### src/verilog/tts_pkg.sv
package tts_pkg;

  // ----------------------------------------------------------------
  // sequencer geometry
  // ----------------------------------------------------------------
  localparam int          TTS_TERMS      = 8;
  localparam int          TTS_TW         = 3;    // term index width (0 = term 1)
  localparam int          TTS_PATS       = 8;    // pattern match inputs
  localparam int          TTS_CW         = 8;    // occurrence count width

  // expression code: bit 4 = any, bit 3 = pattern enable, [2:0] pattern select
  // encoding: 5'h00 never, 5'h10 any, 5'h08|p pattern p
  localparam logic [4:0]  TTS_EXP_NEVER  = 5'h00;
  localparam logic [4:0]  TTS_EXP_ANY    = 5'h10;
  localparam logic [4:0]  TTS_EXP_PAT    = 5'h08;

  localparam logic [2:0]  TTS_TRIG_RST   = 3'h1;  // term 2
  localparam logic [7:0]  TTS_CNT_RST    = 8'h01;

  // ----------------------------------------------------------------
  // register map (byte addresses)
  // ----------------------------------------------------------------
  localparam logic [7:0]  TTS_A_CTRL     = 8'h00; // w: cmd pulses; r: status
  localparam logic [7:0]  TTS_A_TRIG     = 8'h04; // trigger term index
  localparam logic [7:0]  TTS_A_STO      = 8'h08; // storage qualifier per term
  localparam logic [7:0]  TTS_A_SIMPLE   = 8'h0C; // simple trigger pattern / readback
  localparam logic [7:0]  TTS_A_SIMCFG   = 8'h10; // simple-config side settings
  localparam logic [7:0]  TTS_A_TERM0    = 8'h40; // term n at 0x40 + 4*n

  // ctrl bits
  localparam int          TTS_C_FULL     = 0;     // write 1 full, 0 simple
  localparam int          TTS_C_START    = 1;     // arm sequencer
  localparam int          TTS_C_STOP     = 2;

  // term word fields
  localparam int          TTS_F_PEXP     = 0;     // [4:0]
  localparam int          TTS_F_PDST     = 8;     // [10:8]
  localparam int          TTS_F_SEXP     = 12;    // [16:12]
  localparam int          TTS_F_SDST     = 20;    // [22:20]
  localparam int          TTS_F_CNT      = 24;    // [31:24]

  localparam logic [31:0] TTS_SIMCFG_RST = 32'h0000_0000;

  typedef enum logic [2:0] {
    TTS_IDLE = 3'b001,
    TTS_RUN  = 3'b010,
    TTS_HOLD = 3'b100
  } tts_state_e;

  // match one expression code against pattern hits
  function automatic logic tts_match(input logic [4:0] e, input logic [TTS_PATS-1:0] hit);
    tts_match = e[4] | (e[3] & hit[e[2:0]]);
  endfunction

endpackage

### src/verilog/tts_cap_if.sv
`timescale 1ns/10ps
// captured state carrier between capture front end and sequencer core
interface tts_cap_if;
  import tts_pkg::*;
  logic                 valid;
  logic [TTS_PATS-1:0]  hit;
  modport src (output valid, output hit);
  modport dst (input  valid, input  hit);
endinterface

### src/verilog/tts_top.sv
`timescale 1ns/10ps
module tts_top
  import tts_pkg::*;
(
  // clock and reset
  input  wire logic                clk_i,
  input  wire logic                rst_i,
  // wishbone slave
  input  wire logic                cyc_i,
  input  wire logic                stb_i,
  input  wire logic                we_i,
  input  wire logic [7:0]          adr_i,
  input  wire logic [3:0]          sel_i,
  input  wire logic [31:0]         dat_i,
  output logic      [31:0]         dat_o,
  output logic                     ack_o,
  // captured states
  input  wire logic                smp_i,
  input  wire logic [TTS_PATS-1:0] hit_i,
  // analyzer outputs
  output logic                     trig_o,
  output logic                     store_o,
  output logic [TTS_TW-1:0]        term_o,
  output logic [31:0]              simcfg_o
);

  // ----------------------------------------------------------------
  // capture front end
  // ----------------------------------------------------------------
  tts_cap_if cap ();

  tts_cap_sync u_sync
  (
    .clk_i (clk_i),
    .rst_i (rst_i),
    .smp_i (smp_i),
    .hit_i (hit_i),
    .cap   (cap)
  );

  // ----------------------------------------------------------------
  // configuration storage
  // ----------------------------------------------------------------
  logic [4:0]         pexp [TTS_TERMS];
  logic [TTS_TW-1:0]  pdst [TTS_TERMS];
  logic [4:0]         sexp [TTS_TERMS];
  logic [TTS_TW-1:0]  sdst [TTS_TERMS];
  logic [TTS_CW-1:0]  pcnt [TTS_TERMS];
  logic [TTS_TERMS-1:0] sto;
  logic [TTS_TW-1:0]  trig_term;
  logic               full_mode;
  logic [31:0]        simcfg;

  // ----------------------------------------------------------------
  // bus decode
  // ----------------------------------------------------------------
  wire               bus_req   = cyc_i & stb_i & ~ack_o;
  wire               bus_wr    = bus_req & we_i & (&sel_i);
  wire               wr_ctrl   = bus_wr & (adr_i == TTS_A_CTRL);
  wire               wr_trig   = bus_wr & (adr_i == TTS_A_TRIG);
  wire               wr_sto    = bus_wr & (adr_i == TTS_A_STO);
  wire               wr_simple = bus_wr & (adr_i == TTS_A_SIMPLE);
  wire               wr_simcfg = bus_wr & (adr_i == TTS_A_SIMCFG);
  // three index bits always address one of the eight terms
  wire               term_sel  = (adr_i[7:5] == TTS_A_TERM0[7:5]) & ~adr_i[1];
  wire               wr_term   = bus_wr & term_sel;
  wire [TTS_TW-1:0]  term_idx  = adr_i[4:2];
  wire               go_full   = wr_ctrl & dat_i[TTS_C_FULL];
  wire               go_simple = wr_ctrl & ~dat_i[TTS_C_FULL];
  wire               do_start  = wr_ctrl & dat_i[TTS_C_START];
  wire               do_stop   = wr_ctrl & dat_i[TTS_C_STOP];
  // trigger term 1 refused, in full and simple mode alike
  wire               trig_ok   = (dat_i[TTS_TW-1:0] != 3'h0);

  // ----------------------------------------------------------------
  // configuration writes
  // ----------------------------------------------------------------
  // fixed eight-term table, defaults on reset or full-mode entry
  always_ff @(posedge clk_i)
  begin
    for (int i = 0; i < TTS_TERMS; i++)
    begin
      if (rst_i || go_full)
      begin
        pexp[i] <= (i == TTS_TERMS - 1) ? TTS_EXP_NEVER : TTS_EXP_ANY;
        pdst[i] <= TTS_TW'((i + 1) % TTS_TERMS);
        sexp[i] <= TTS_EXP_NEVER;
        sdst[i] <= '0;
        pcnt[i] <= TTS_CNT_RST;
      end
      else if (wr_term && term_idx == TTS_TW'(i))
      begin
        pexp[i] <= dat_i[TTS_F_PEXP +: 5];
        pdst[i] <= dat_i[TTS_F_PDST +: TTS_TW];
        sexp[i] <= dat_i[TTS_F_SEXP +: 5];
        sdst[i] <= dat_i[TTS_F_SDST +: TTS_TW];
        pcnt[i] <= (dat_i[TTS_F_CNT +: TTS_CW] == '0) ? TTS_CNT_RST
                                                      : dat_i[TTS_F_CNT +: TTS_CW];
      end
      else if (wr_simple)
      begin
        if (i == 0)
        begin
          pexp[i] <= dat_i[4:0];
          pdst[i] <= TTS_TRIG_RST;
          sexp[i] <= TTS_EXP_NEVER;
          pcnt[i] <= TTS_CNT_RST;
        end
        else if (i == 1)
        begin
          pexp[i] <= TTS_EXP_NEVER;
          sexp[i] <= TTS_EXP_NEVER;
        end
      end
    end
  end

  // trigger term, storage qualifiers and mode
  always_ff @(posedge clk_i)
  begin
    if (rst_i || go_full)
    begin
      trig_term <= TTS_TRIG_RST;
      sto       <= '1;
      full_mode <= ~rst_i | full_mode;
    end
    else
    begin
      if (wr_simple)
        trig_term <= TTS_TRIG_RST;
      else if (wr_trig && trig_ok)
        trig_term <= dat_i[TTS_TW-1:0];
      if (wr_sto)
        sto <= dat_i[TTS_TERMS-1:0];
      if (go_simple)
        full_mode <= 1'b0;
    end
  end

  // patterns, trigger position, count and prestore live here
  always_ff @(posedge clk_i)
  begin
    if (rst_i || go_simple)
      simcfg <= TTS_SIMCFG_RST;
    else if (wr_simcfg)
      simcfg <= dat_i;
  end

  // ----------------------------------------------------------------
  // sequencer evaluation
  // ----------------------------------------------------------------
  tts_state_e          state;
  tts_state_e          next_state;
  logic [TTS_TW-1:0]   cur;
  logic [TTS_CW-1:0]   occ;
  wire  [4:0]          cur_pexp = pexp[cur];
  wire  [4:0]          cur_sexp = sexp[cur];
  wire                 p_hit    = tts_match(cur_pexp, cap.hit);
  wire                 s_hit    = tts_match(cur_sexp, cap.hit);
  // evaluation goes on after the trigger, so no state is lost in hold
  wire                 eval     = (state != TTS_IDLE) & cap.valid;
  wire                 p_fire   = eval & p_hit & (occ == TTS_CNT_RST);
  // secondary only when primary does not fire on the same state, no counting
  wire                 s_fire   = eval & s_hit & ~p_fire;
  wire                 branch   = p_fire | s_fire;
  wire  [TTS_TW-1:0]   dest     = p_fire ? pdst[cur] : sdst[cur];
  wire                 enter_tr = branch & (dest == trig_term);
  wire                 keep     = eval & (sto[cur] | branch);
  // term shown on the output in the same cycle as trigger and store
  wire  [TTS_TW-1:0]   next_cur = (do_start | wr_simple | go_full) ? '0 :
                                  branch ? dest : cur;

  // state machine
  always_comb
  begin
    next_state = state;
    case (state)
      TTS_IDLE: if (do_start) next_state = TTS_RUN;
      TTS_RUN:  if (do_stop) next_state = TTS_IDLE;
                else if (enter_tr) next_state = TTS_HOLD;
      TTS_HOLD: if (do_stop) next_state = TTS_IDLE;
      default:  next_state = TTS_IDLE;
    endcase
  end

  // current term and occurrence counter; run continues after trigger
  always_ff @(posedge clk_i)
  begin
    if (rst_i || do_start || wr_simple || go_full)
    begin
      cur <= '0;
      occ <= pcnt[0];
    end
    else if (branch)
    begin
      cur <= dest;
      occ <= pcnt[dest];
    end
    else if (eval && p_hit)
      occ <= occ - TTS_CNT_RST;
  end

  always_ff @(posedge clk_i)
  begin
    if (rst_i)
      state <= TTS_IDLE;
    else
      state <= next_state;
  end

  // ----------------------------------------------------------------
  // outputs
  // ----------------------------------------------------------------
  always_ff @(posedge clk_i)
  begin
    if (rst_i || do_start)
      trig_o <= 1'b0;
    else if (enter_tr)
      trig_o <= 1'b1;
  end

  always_ff @(posedge clk_i)
  begin
    if (rst_i)
    begin
      store_o  <= 1'b0;
      term_o   <= '0;
      simcfg_o <= TTS_SIMCFG_RST;
    end
    else
    begin
      store_o  <= keep;
      term_o   <= next_cur;
      simcfg_o <= simcfg;
    end
  end

  // ----------------------------------------------------------------
  // bus read and ack
  // ----------------------------------------------------------------
  wire [31:0] term_word = {pcnt[term_idx], 1'b0, sdst[term_idx], 3'b000, sexp[term_idx],
                           1'b0, pdst[term_idx], 3'b000, pexp[term_idx]};
  wire [31:0] stat_word = {24'h000000, state == TTS_RUN, state == TTS_HOLD, trig_o,
                           cur, 1'b0, full_mode};
  wire [31:0] rd_mux    = (adr_i == TTS_A_CTRL)   ? stat_word :
                          (adr_i == TTS_A_TRIG)   ? {29'h0, trig_term} :
                          (adr_i == TTS_A_STO)    ? {24'h0, sto} :
                          (adr_i == TTS_A_SIMPLE) ? {27'h0, pexp[0]} :
                          (adr_i == TTS_A_SIMCFG) ? simcfg :
                          term_sel                ? term_word : 32'h0000_0000;

  // one-wait-state ack, read data registered with it
  always_ff @(posedge clk_i)
  begin
    if (rst_i)
    begin
      ack_o <= 1'b0;
      dat_o <= 32'h0000_0000;
    end
    else
    begin
      ack_o <= bus_req;
      dat_o <= bus_req ? rd_mux : 32'h0000_0000;
    end
  end

endmodule // tts_top

### src/verilog/tts_cap_sync.sv
`timescale 1ns/10ps
// ------------------------------------------------------------------
// two-stage synchroniser for sample strobe and pattern hits
// ------------------------------------------------------------------
module tts_cap_sync
  import tts_pkg::*;
(
  // clock and reset
  input  wire logic                clk_i,
  input  wire logic                rst_i,
  // pins
  input  wire logic                smp_i,
  input  wire logic [TTS_PATS-1:0] hit_i,
  // to core
  tts_cap_if.src                   cap
);
  logic                meta_s;
  logic                sync_s;
  logic                last_s;
  logic [TTS_PATS-1:0] meta_h;
  logic [TTS_PATS-1:0] sync_h;

  // two flops then edge detect on the sample strobe
  always_ff @(posedge clk_i)
  begin
    if (rst_i)
    begin
      meta_s <= 1'b0;
      sync_s <= 1'b0;
      last_s <= 1'b0;
      meta_h <= '0;
      sync_h <= '0;
    end
    else
    begin
      meta_s <= smp_i;
      sync_s <= meta_s;
      last_s <= sync_s;
      meta_h <= hit_i;
      sync_h <= meta_h;
    end
  end

  assign cap.valid = sync_s & ~last_s;  // one pulse per captured state
  assign cap.hit   = sync_h;
endmodule // tts_cap_sync

### config.mk
export PLATFORM = sky130hd
export DESIGN_NAME = tts_top
export DESIGN_NICKNAME = d
export VERILOG_FILES = /design/src/verilog/tts_pkg.sv /design/src/verilog/tts_cap_if.sv /design/src/verilog/tts_top.sv /design/src/verilog/tts_cap_sync.sv
export SDC_FILE = /design/constraint.sdc
export NUM_CORES = 1
export LEC_CHECK = 0
export BUFFER_PORTS_ARGS = -buffer_cell sky130_fd_sc_hd__buf_2
export CAP_MARGIN = 20
export CORE_ASPECT_RATIO = 1.2
export CORE_UTILIZATION = 28
export CTS_CLUSTER_DIAMETER = 50
export DETAILED_ROUTE_END_ITERATION = 10
export PLACE_DENSITY_LB_ADDON = 0.12
export SLEW_MARGIN = 20
export SYNTH_ARGS = -nofsm -noshare
export SYNTH_HDL_FRONTEND = slang
export SYNTH_SLANG_ARGS = --single-unit
### constraint.sdc
create_clock -name clk_i -period 4.6 [get_ports clk_i]
set_input_delay 0.69 -clock clk_i [delete_from_list [all_inputs] [get_ports clk_i]]
set_output_delay 0.69 -clock clk_i [all_outputs]
set_load 0.05 [all_outputs]
Word-level counts from Yosys, hierarchy flattened
Memories as Yosys holds them, arrays and structs flattened. A register that Yosys moved wholly into a read port is not among the register bits.
Index checks and enable logic that the tools add are counted.
{"block": "totals", "regBits": 147, "in_bits": 58, "out_inout_bits": 70, "ramBits": 192, "n_memories": 5}
{"block": "op_classes", "add_sub_neg": 1, "reduce_logical": 28, "n_lt_le_gt_ge": 3, "n_mux": 108, "eq_ne": 21, "n_bitwise": 85}
{"memory": "pcnt", "words": 8, "width": 8, "rd": 3, "rd_clocked_by_memory_dff": 0, "write_ports": 8, "line": "tts_top.sv:48", "text": "logic [TTS_CW-1:0] pcnt [TTS_TERMS];"}
{"memory": "pexp", "words": 8, "width": 5, "rd": 3, "rd_clocked_by_memory_dff": 1, "write_ports": 8, "line": "tts_top.sv:44", "text": "logic [4:0] pexp [TTS_TERMS];"}
{"memory": "sexp", "words": 8, "width": 5, "rd": 2, "rd_clocked_by_memory_dff": 1, "write_ports": 8, "line": "tts_top.sv:46", "text": "logic [4:0] sexp [TTS_TERMS];"}
{"memory": "pdst", "words": 8, "width": 3, "rd": 2, "rd_clocked_by_memory_dff": 1, "write_ports": 8, "line": "tts_top.sv:45", "text": "logic [TTS_TW-1:0] pdst [TTS_TERMS];"}
{"memory": "sdst", "words": 8, "width": 3, "rd": 2, "rd_clocked_by_memory_dff": 1, "write_ports": 8, "line": "tts_top.sv:47", "text": "logic [TTS_TW-1:0] sdst [TTS_TERMS];"}
{"op": "$mux 8", "count": 17}
{"op": "$mux 5", "count": 20}
{"op": "$mux 3", "count": 27}
{"op": "$mux 32", "count": 2}
{"op": "$or 1x1->1", "count": 53}
{"op": "$mux 1", "count": 38}
{"op": "$and 1x1->1", "count": 25}
{"op": "$eq 8x4->1 const B", "count": 2}
{"op": "$logic_not 8->1", "count": 2}
{"op": "$eq 3x3->1 const B", "count": 5}
{"op": "$eq 3x2->1 const B", "count": 4}
{"op": "$lt 3x4->1 const B", "count": 3}
{"op": "$logic_and 1x1->1", "count": 10}
{"op": "$bmux 1 s3", "count": 3}
{"op": "$pmux 3 s3", "count": 1}
{"op": "$eq 8x1->1 const B", "count": 1}
{"op": "$eq 8x3->1 const B", "count": 1}
{"op": "$eq 8x5->1 const B", "count": 1}
{"op": "$sub 8x1->8 const B", "count": 1}
{"op": "$not 1->1", "count": 7}
{"op": "$eq 3x1->1 const B", "count": 2}
{"op": "$reduce_bool 3->1", "count": 2}
{"op": "$reduce_or 2->1", "count": 3}
{"op": "$reduce_or 6->1", "count": 1}
{"op": "other kinds (10)", "count": 15}

Depth between registers and ports, before layout
{"block": "depth", "depth_word": 13, "mapped_depth": 14, "ltp_nobuf": 11}

Hierarchy
A second synthesis with hierarchy kept.
{"block": "unflattened", "cells_unflattened": 1272, "hier_area_um2": 15770.1}
{"mod": "tts_top", "n_inst": 1, "area_per_inst_um2": 15247.1, "cells_each": 1232, "seq_area_each_um2": 8418.1}
{"mod": "tts_cap_sync", "n_inst": 1, "area_per_inst_um2": 523.0, "cells_each": 40, "seq_area_each_um2": 380.4}

Worst setup path after synthesis
No wires, ideal clock.
{"block": "synth_path", "kind": "input to register", "startpoint": "input adr_i[2]", "endpoint": "memory pcnt[5][0], enable pin", "path_buffers": 4, "stages": 6, "path_slack_ns": 0.007, "setup_ns": 0.438, "required_time_ns": 4.162, "arrival_ns": 4.155, "path_cell_list": "clkbuf_1 buf_1 buf_1 clkbuf_1 nand2_1 o21ai_0"}
{"element": "from (decl)", "line": "tts_top.sv:12", "text": "input wire logic [7:0] adr_i,"}
{"element": "to (decl)", "line": "tts_top.sv:48"}

==> flow_metrics.py <==
metrics = {
    "sta": {
        "max-slew-margin-rel": 0.385,
        "min_period_ns": 4.03,
        "fmax_mhz": 248,
        "setup-tns-final_ns": 0,
        "max_slew.worst_pin.slew_ns": 0.923,
        "setup_slack_ns": 0.570,
        "skew_ns": 0.0190,
        "drv_slew": 0,
        "setup_viol": 0,
        "hold_viol": 0,
        "rsz0062_at_grt": "no",
        "finalCritPeriodShare": 0.876,
    },
    "logic_synthesis": {
        "yosysTopAreaCell": "edfxtp_1",
        "synth_enable_flop_cells": 201,
        "synth_top_cell_area_share": 0.388,
        "ys.flop_type": "edfxtp_1",
        "synth_most_common_cell": "edfxtp_1",
        "syn_inst": 1257,
        "synth_top_family_by_area": "multiplexers",
        "seq_area_frac_synth": 0.566,
        "synthesis.nets": 1317,
        "ys_ff_latch": 339,
        "synth_compound_area_frac": 0.0643,
        "synthArstFlopShare": 0,
        "ys_top_cells_by_area": "edfxtp_1 39%, dfxtp_1 18%, mux4_2 12%",
        "synth_area_sq_um": 15500,
        "synth-xor-area-share": 0.00451,
        "synthSimpleGateAreaFrac": 0.168,
        "avgSynthCellArea_sq_um": 12.4,
        "ys_types": 68,
        "synth_common_cells": "201 x edfxtp_1, 172 x and2_1, 144 x nand2_1",
        "synth-adder-area-share": 0.00161,
        "yosys_warnings": 0,
        "synth.area.mux_share": 0.171,
    },
    "cts": {
        "cts_buffers": 41,
        "holdBufCountCts": 0,
        "cts_max_path_buffers": 3,
        "htree_levels": 2,
        "postCtsSetupBuffers": 0,
        "root_buffer": "clkbuf_16",
        "clk_pin_slew_ns": 0.06,
        "ctsResizeCount": 0,
        "cts_num_sinks": 339,
        "cts_tree": "done",
        "clkLatencyLatePin_ns": 0.55,
    },
    "floorplanning": {
        "die_h_microns": 260,
        "core_area_sq_um": 54800,
        "row_count": 94,
        "start_util": 0.284,
        "die_x_microns": 217,
        "dieArea_sq_um": 56500,
        "io_pins": 128,
    },
    "detailed_routing": {
        "detail_route.first_pass.iterations": 5,
        "routed_wirelength_microns": 53000,
        "wl_met3_microns": 2720,
        "wire_per_inst_microns": 24.6,
        "vias": 10700,
        "wl_met2_microns": 25700,
        "via_per_inst": 4.96,
        "top_layer_used": "met4",
        "ant_nets": 0,
        "drc_errors": 0,
        "met1_length_microns": 23200,
        "drt_iter0_drc": 758,
    },
    "setup_path": {
        "start_kind": "flop",
        "crit_type": "flop to flop",
        "crit_arrival_ns": 4.33,
        "cp_max_fo": 14,
        "cpMaxStageDelayCell": "dfxtp_2",
        "cpPeakStageDelay_ns": 0.60,
        "critPathBufInv": 0,
        "critPathCaptureType": "flop",
        "crit_required_ns": 4.90,
        "path_delay_family": "multiplexers",
        "cp_cell_sequence": "mux4_2 > mux2_2 > nor2_1 > a22oi_1 > a31oi_2 > nor4_1 > or2_2 > nor2_1 > mux2_2 > a221o_1 > o22a_1",
    },
    "power_and_ir_drop": {
        "p_leak_nw": 6.94,
        "peakVddDrop_v": 0.000225,
        "power_density_nw_per_um2": 385,
    },
    "placement": {
        "gp_congestion": 0.849,
        "place_ws_ns": 0.539,
        "dp.final_hpwl_microns": 36400,
        "port_buffers": 127,
        "dpl.cell_count": 2080,
    },
    "final_layout": {
        "final_nets": 1463,
        "layout.cells.non_filler": 2155,
        "drive_above_1_share": 0.259,
        "areaGrowthSynthToFinish_pct": 20.4,
    },
    "worst_hold_path": {
        "hp-class": "input pin to flop",
    },
    "grt": {
        "grt_overflow_total": 0,
        "track_usage": 0.188,
        "antenna_found_initial": 5,
        "grt_max_degree": 58,
        "grt_pass1_vias": 11000,
        "grt_pass1_wl_microns": 76900,
    },
    "run_status": {
        "status": "finished, final reports clean",
    },
    "flow_run": {
        "cap_violations": 0,
    },
}
layout by cell type, fill, tap and decap left out, drive strengths merged, types with 5 or more instances in the layout:
cell type | netlist | routed
edfxtp | 201 | 201
buf | 23 | 182
and2 | 173 | 173
nand2 | 145 | 145
dfxtp | 138 | 138
mux4 | 81 | 81
clkbuf | 56 | 61
mux2i | 60 | 60
nor2b | 57 | 57
a21oi | 54 | 54
nor2 | 51 | 51
o21ai | 49 | 49
mux2 | 20 | 20
or3 | 18 | 18
nand3 | 16 | 16
inv | 11 | 15
nor3 | 11 | 11
xnor2 | 6 | 6
clkinv | 1 | 6
nor4 | 5 | 5
and3 | 5 | 5
a222oi | 5 | 5
a211oi | 5 | 5
layer usage:
metal / vias up / track usage
met5: - / 0
met4: 0 / 0.0577
met3: 82 / 0.0255
met2: 364 / 0.319
met1: 5369 / 0.248
li1: 4884 / -
worst reg2reg max path: cells and delay by family (launching register included):
family	cells	cell delay [ns]
and+or+nand+nor	4	0.86
muxes	3	1.26
DFF	1	0.60
AOI/OAI and AO/OA	4	1.08
flip-flops by register name, summed over array words and instances, names as in the netlist, 24 cells and up:
name / flops
sexp: 40
pexp: 40
dat_o: 32
sdst: 24
pcnt: 64
simcfg: 32
pdst: 24
simcfg_o: 32
stage by stage:
step | utilization | hold WS [ns] | area (sq um) | power, mW
2_1_floorplan | - | 0.414 | 15500 | 3.62
3_3_place_gp | 0.315 | 0.435 | 17300 | 3.84
3_5_place_dp | 0.315 | 0.428 | 17300 | 3.84
4_1_cts | 0.342 | 0.334 | 18700 | 7.27
5_1_grt | 0.342 | 0.352 | 18700 | 7.42
6_report | 0.342 | 0.352 | 18700 | 7.20
logic make-up after synthesis:
kind of cell / count (synthesis)
simple gates: 497
compound gates: 159
mux: 161
fa+ha+maj: 2
xor+xnor: 8
buf+inv: 91
flops: 339
where the power goes:
part	switching (mW)	internal (mW)
Sequential	0.0459	3.28
Combinational	0.273	0.168
Clock	1.33	2.10
final timing paths:
check | slack, ns | cells past startpoint | endpoint | from
min | 0.35 | 2 | u_sync.meta_h[3]$_SDFF_PP0_ | hit_i[3]
max | 0.57 | 11 | occ[7]$_DFFE_PP_ | cur[0]$_SDFF_PP0_
min reg2reg | 0.45 | 1 | u_sync.cap.hit[2]$_SDFF_PP0_ | u_sync.meta_h[2]$_SDFF_PP0_
max reg2reg | 0.57 | 11 | occ[7]$_DFFE_PP_ | cur[0]$_SDFF_PP0_
area by class of cell:
type	instances	area [sq um]
clock inverters	13	155
inverters	12	45.0
multi-input cells	827	6400
clock buffers	61	1280
flip-flops and latches	339	8800
diodes	1	2.50
well taps	720	901
fillers	5467	36100
repair buffers	182	1140
No activity file was read; power rests on OpenSTA's default activity.
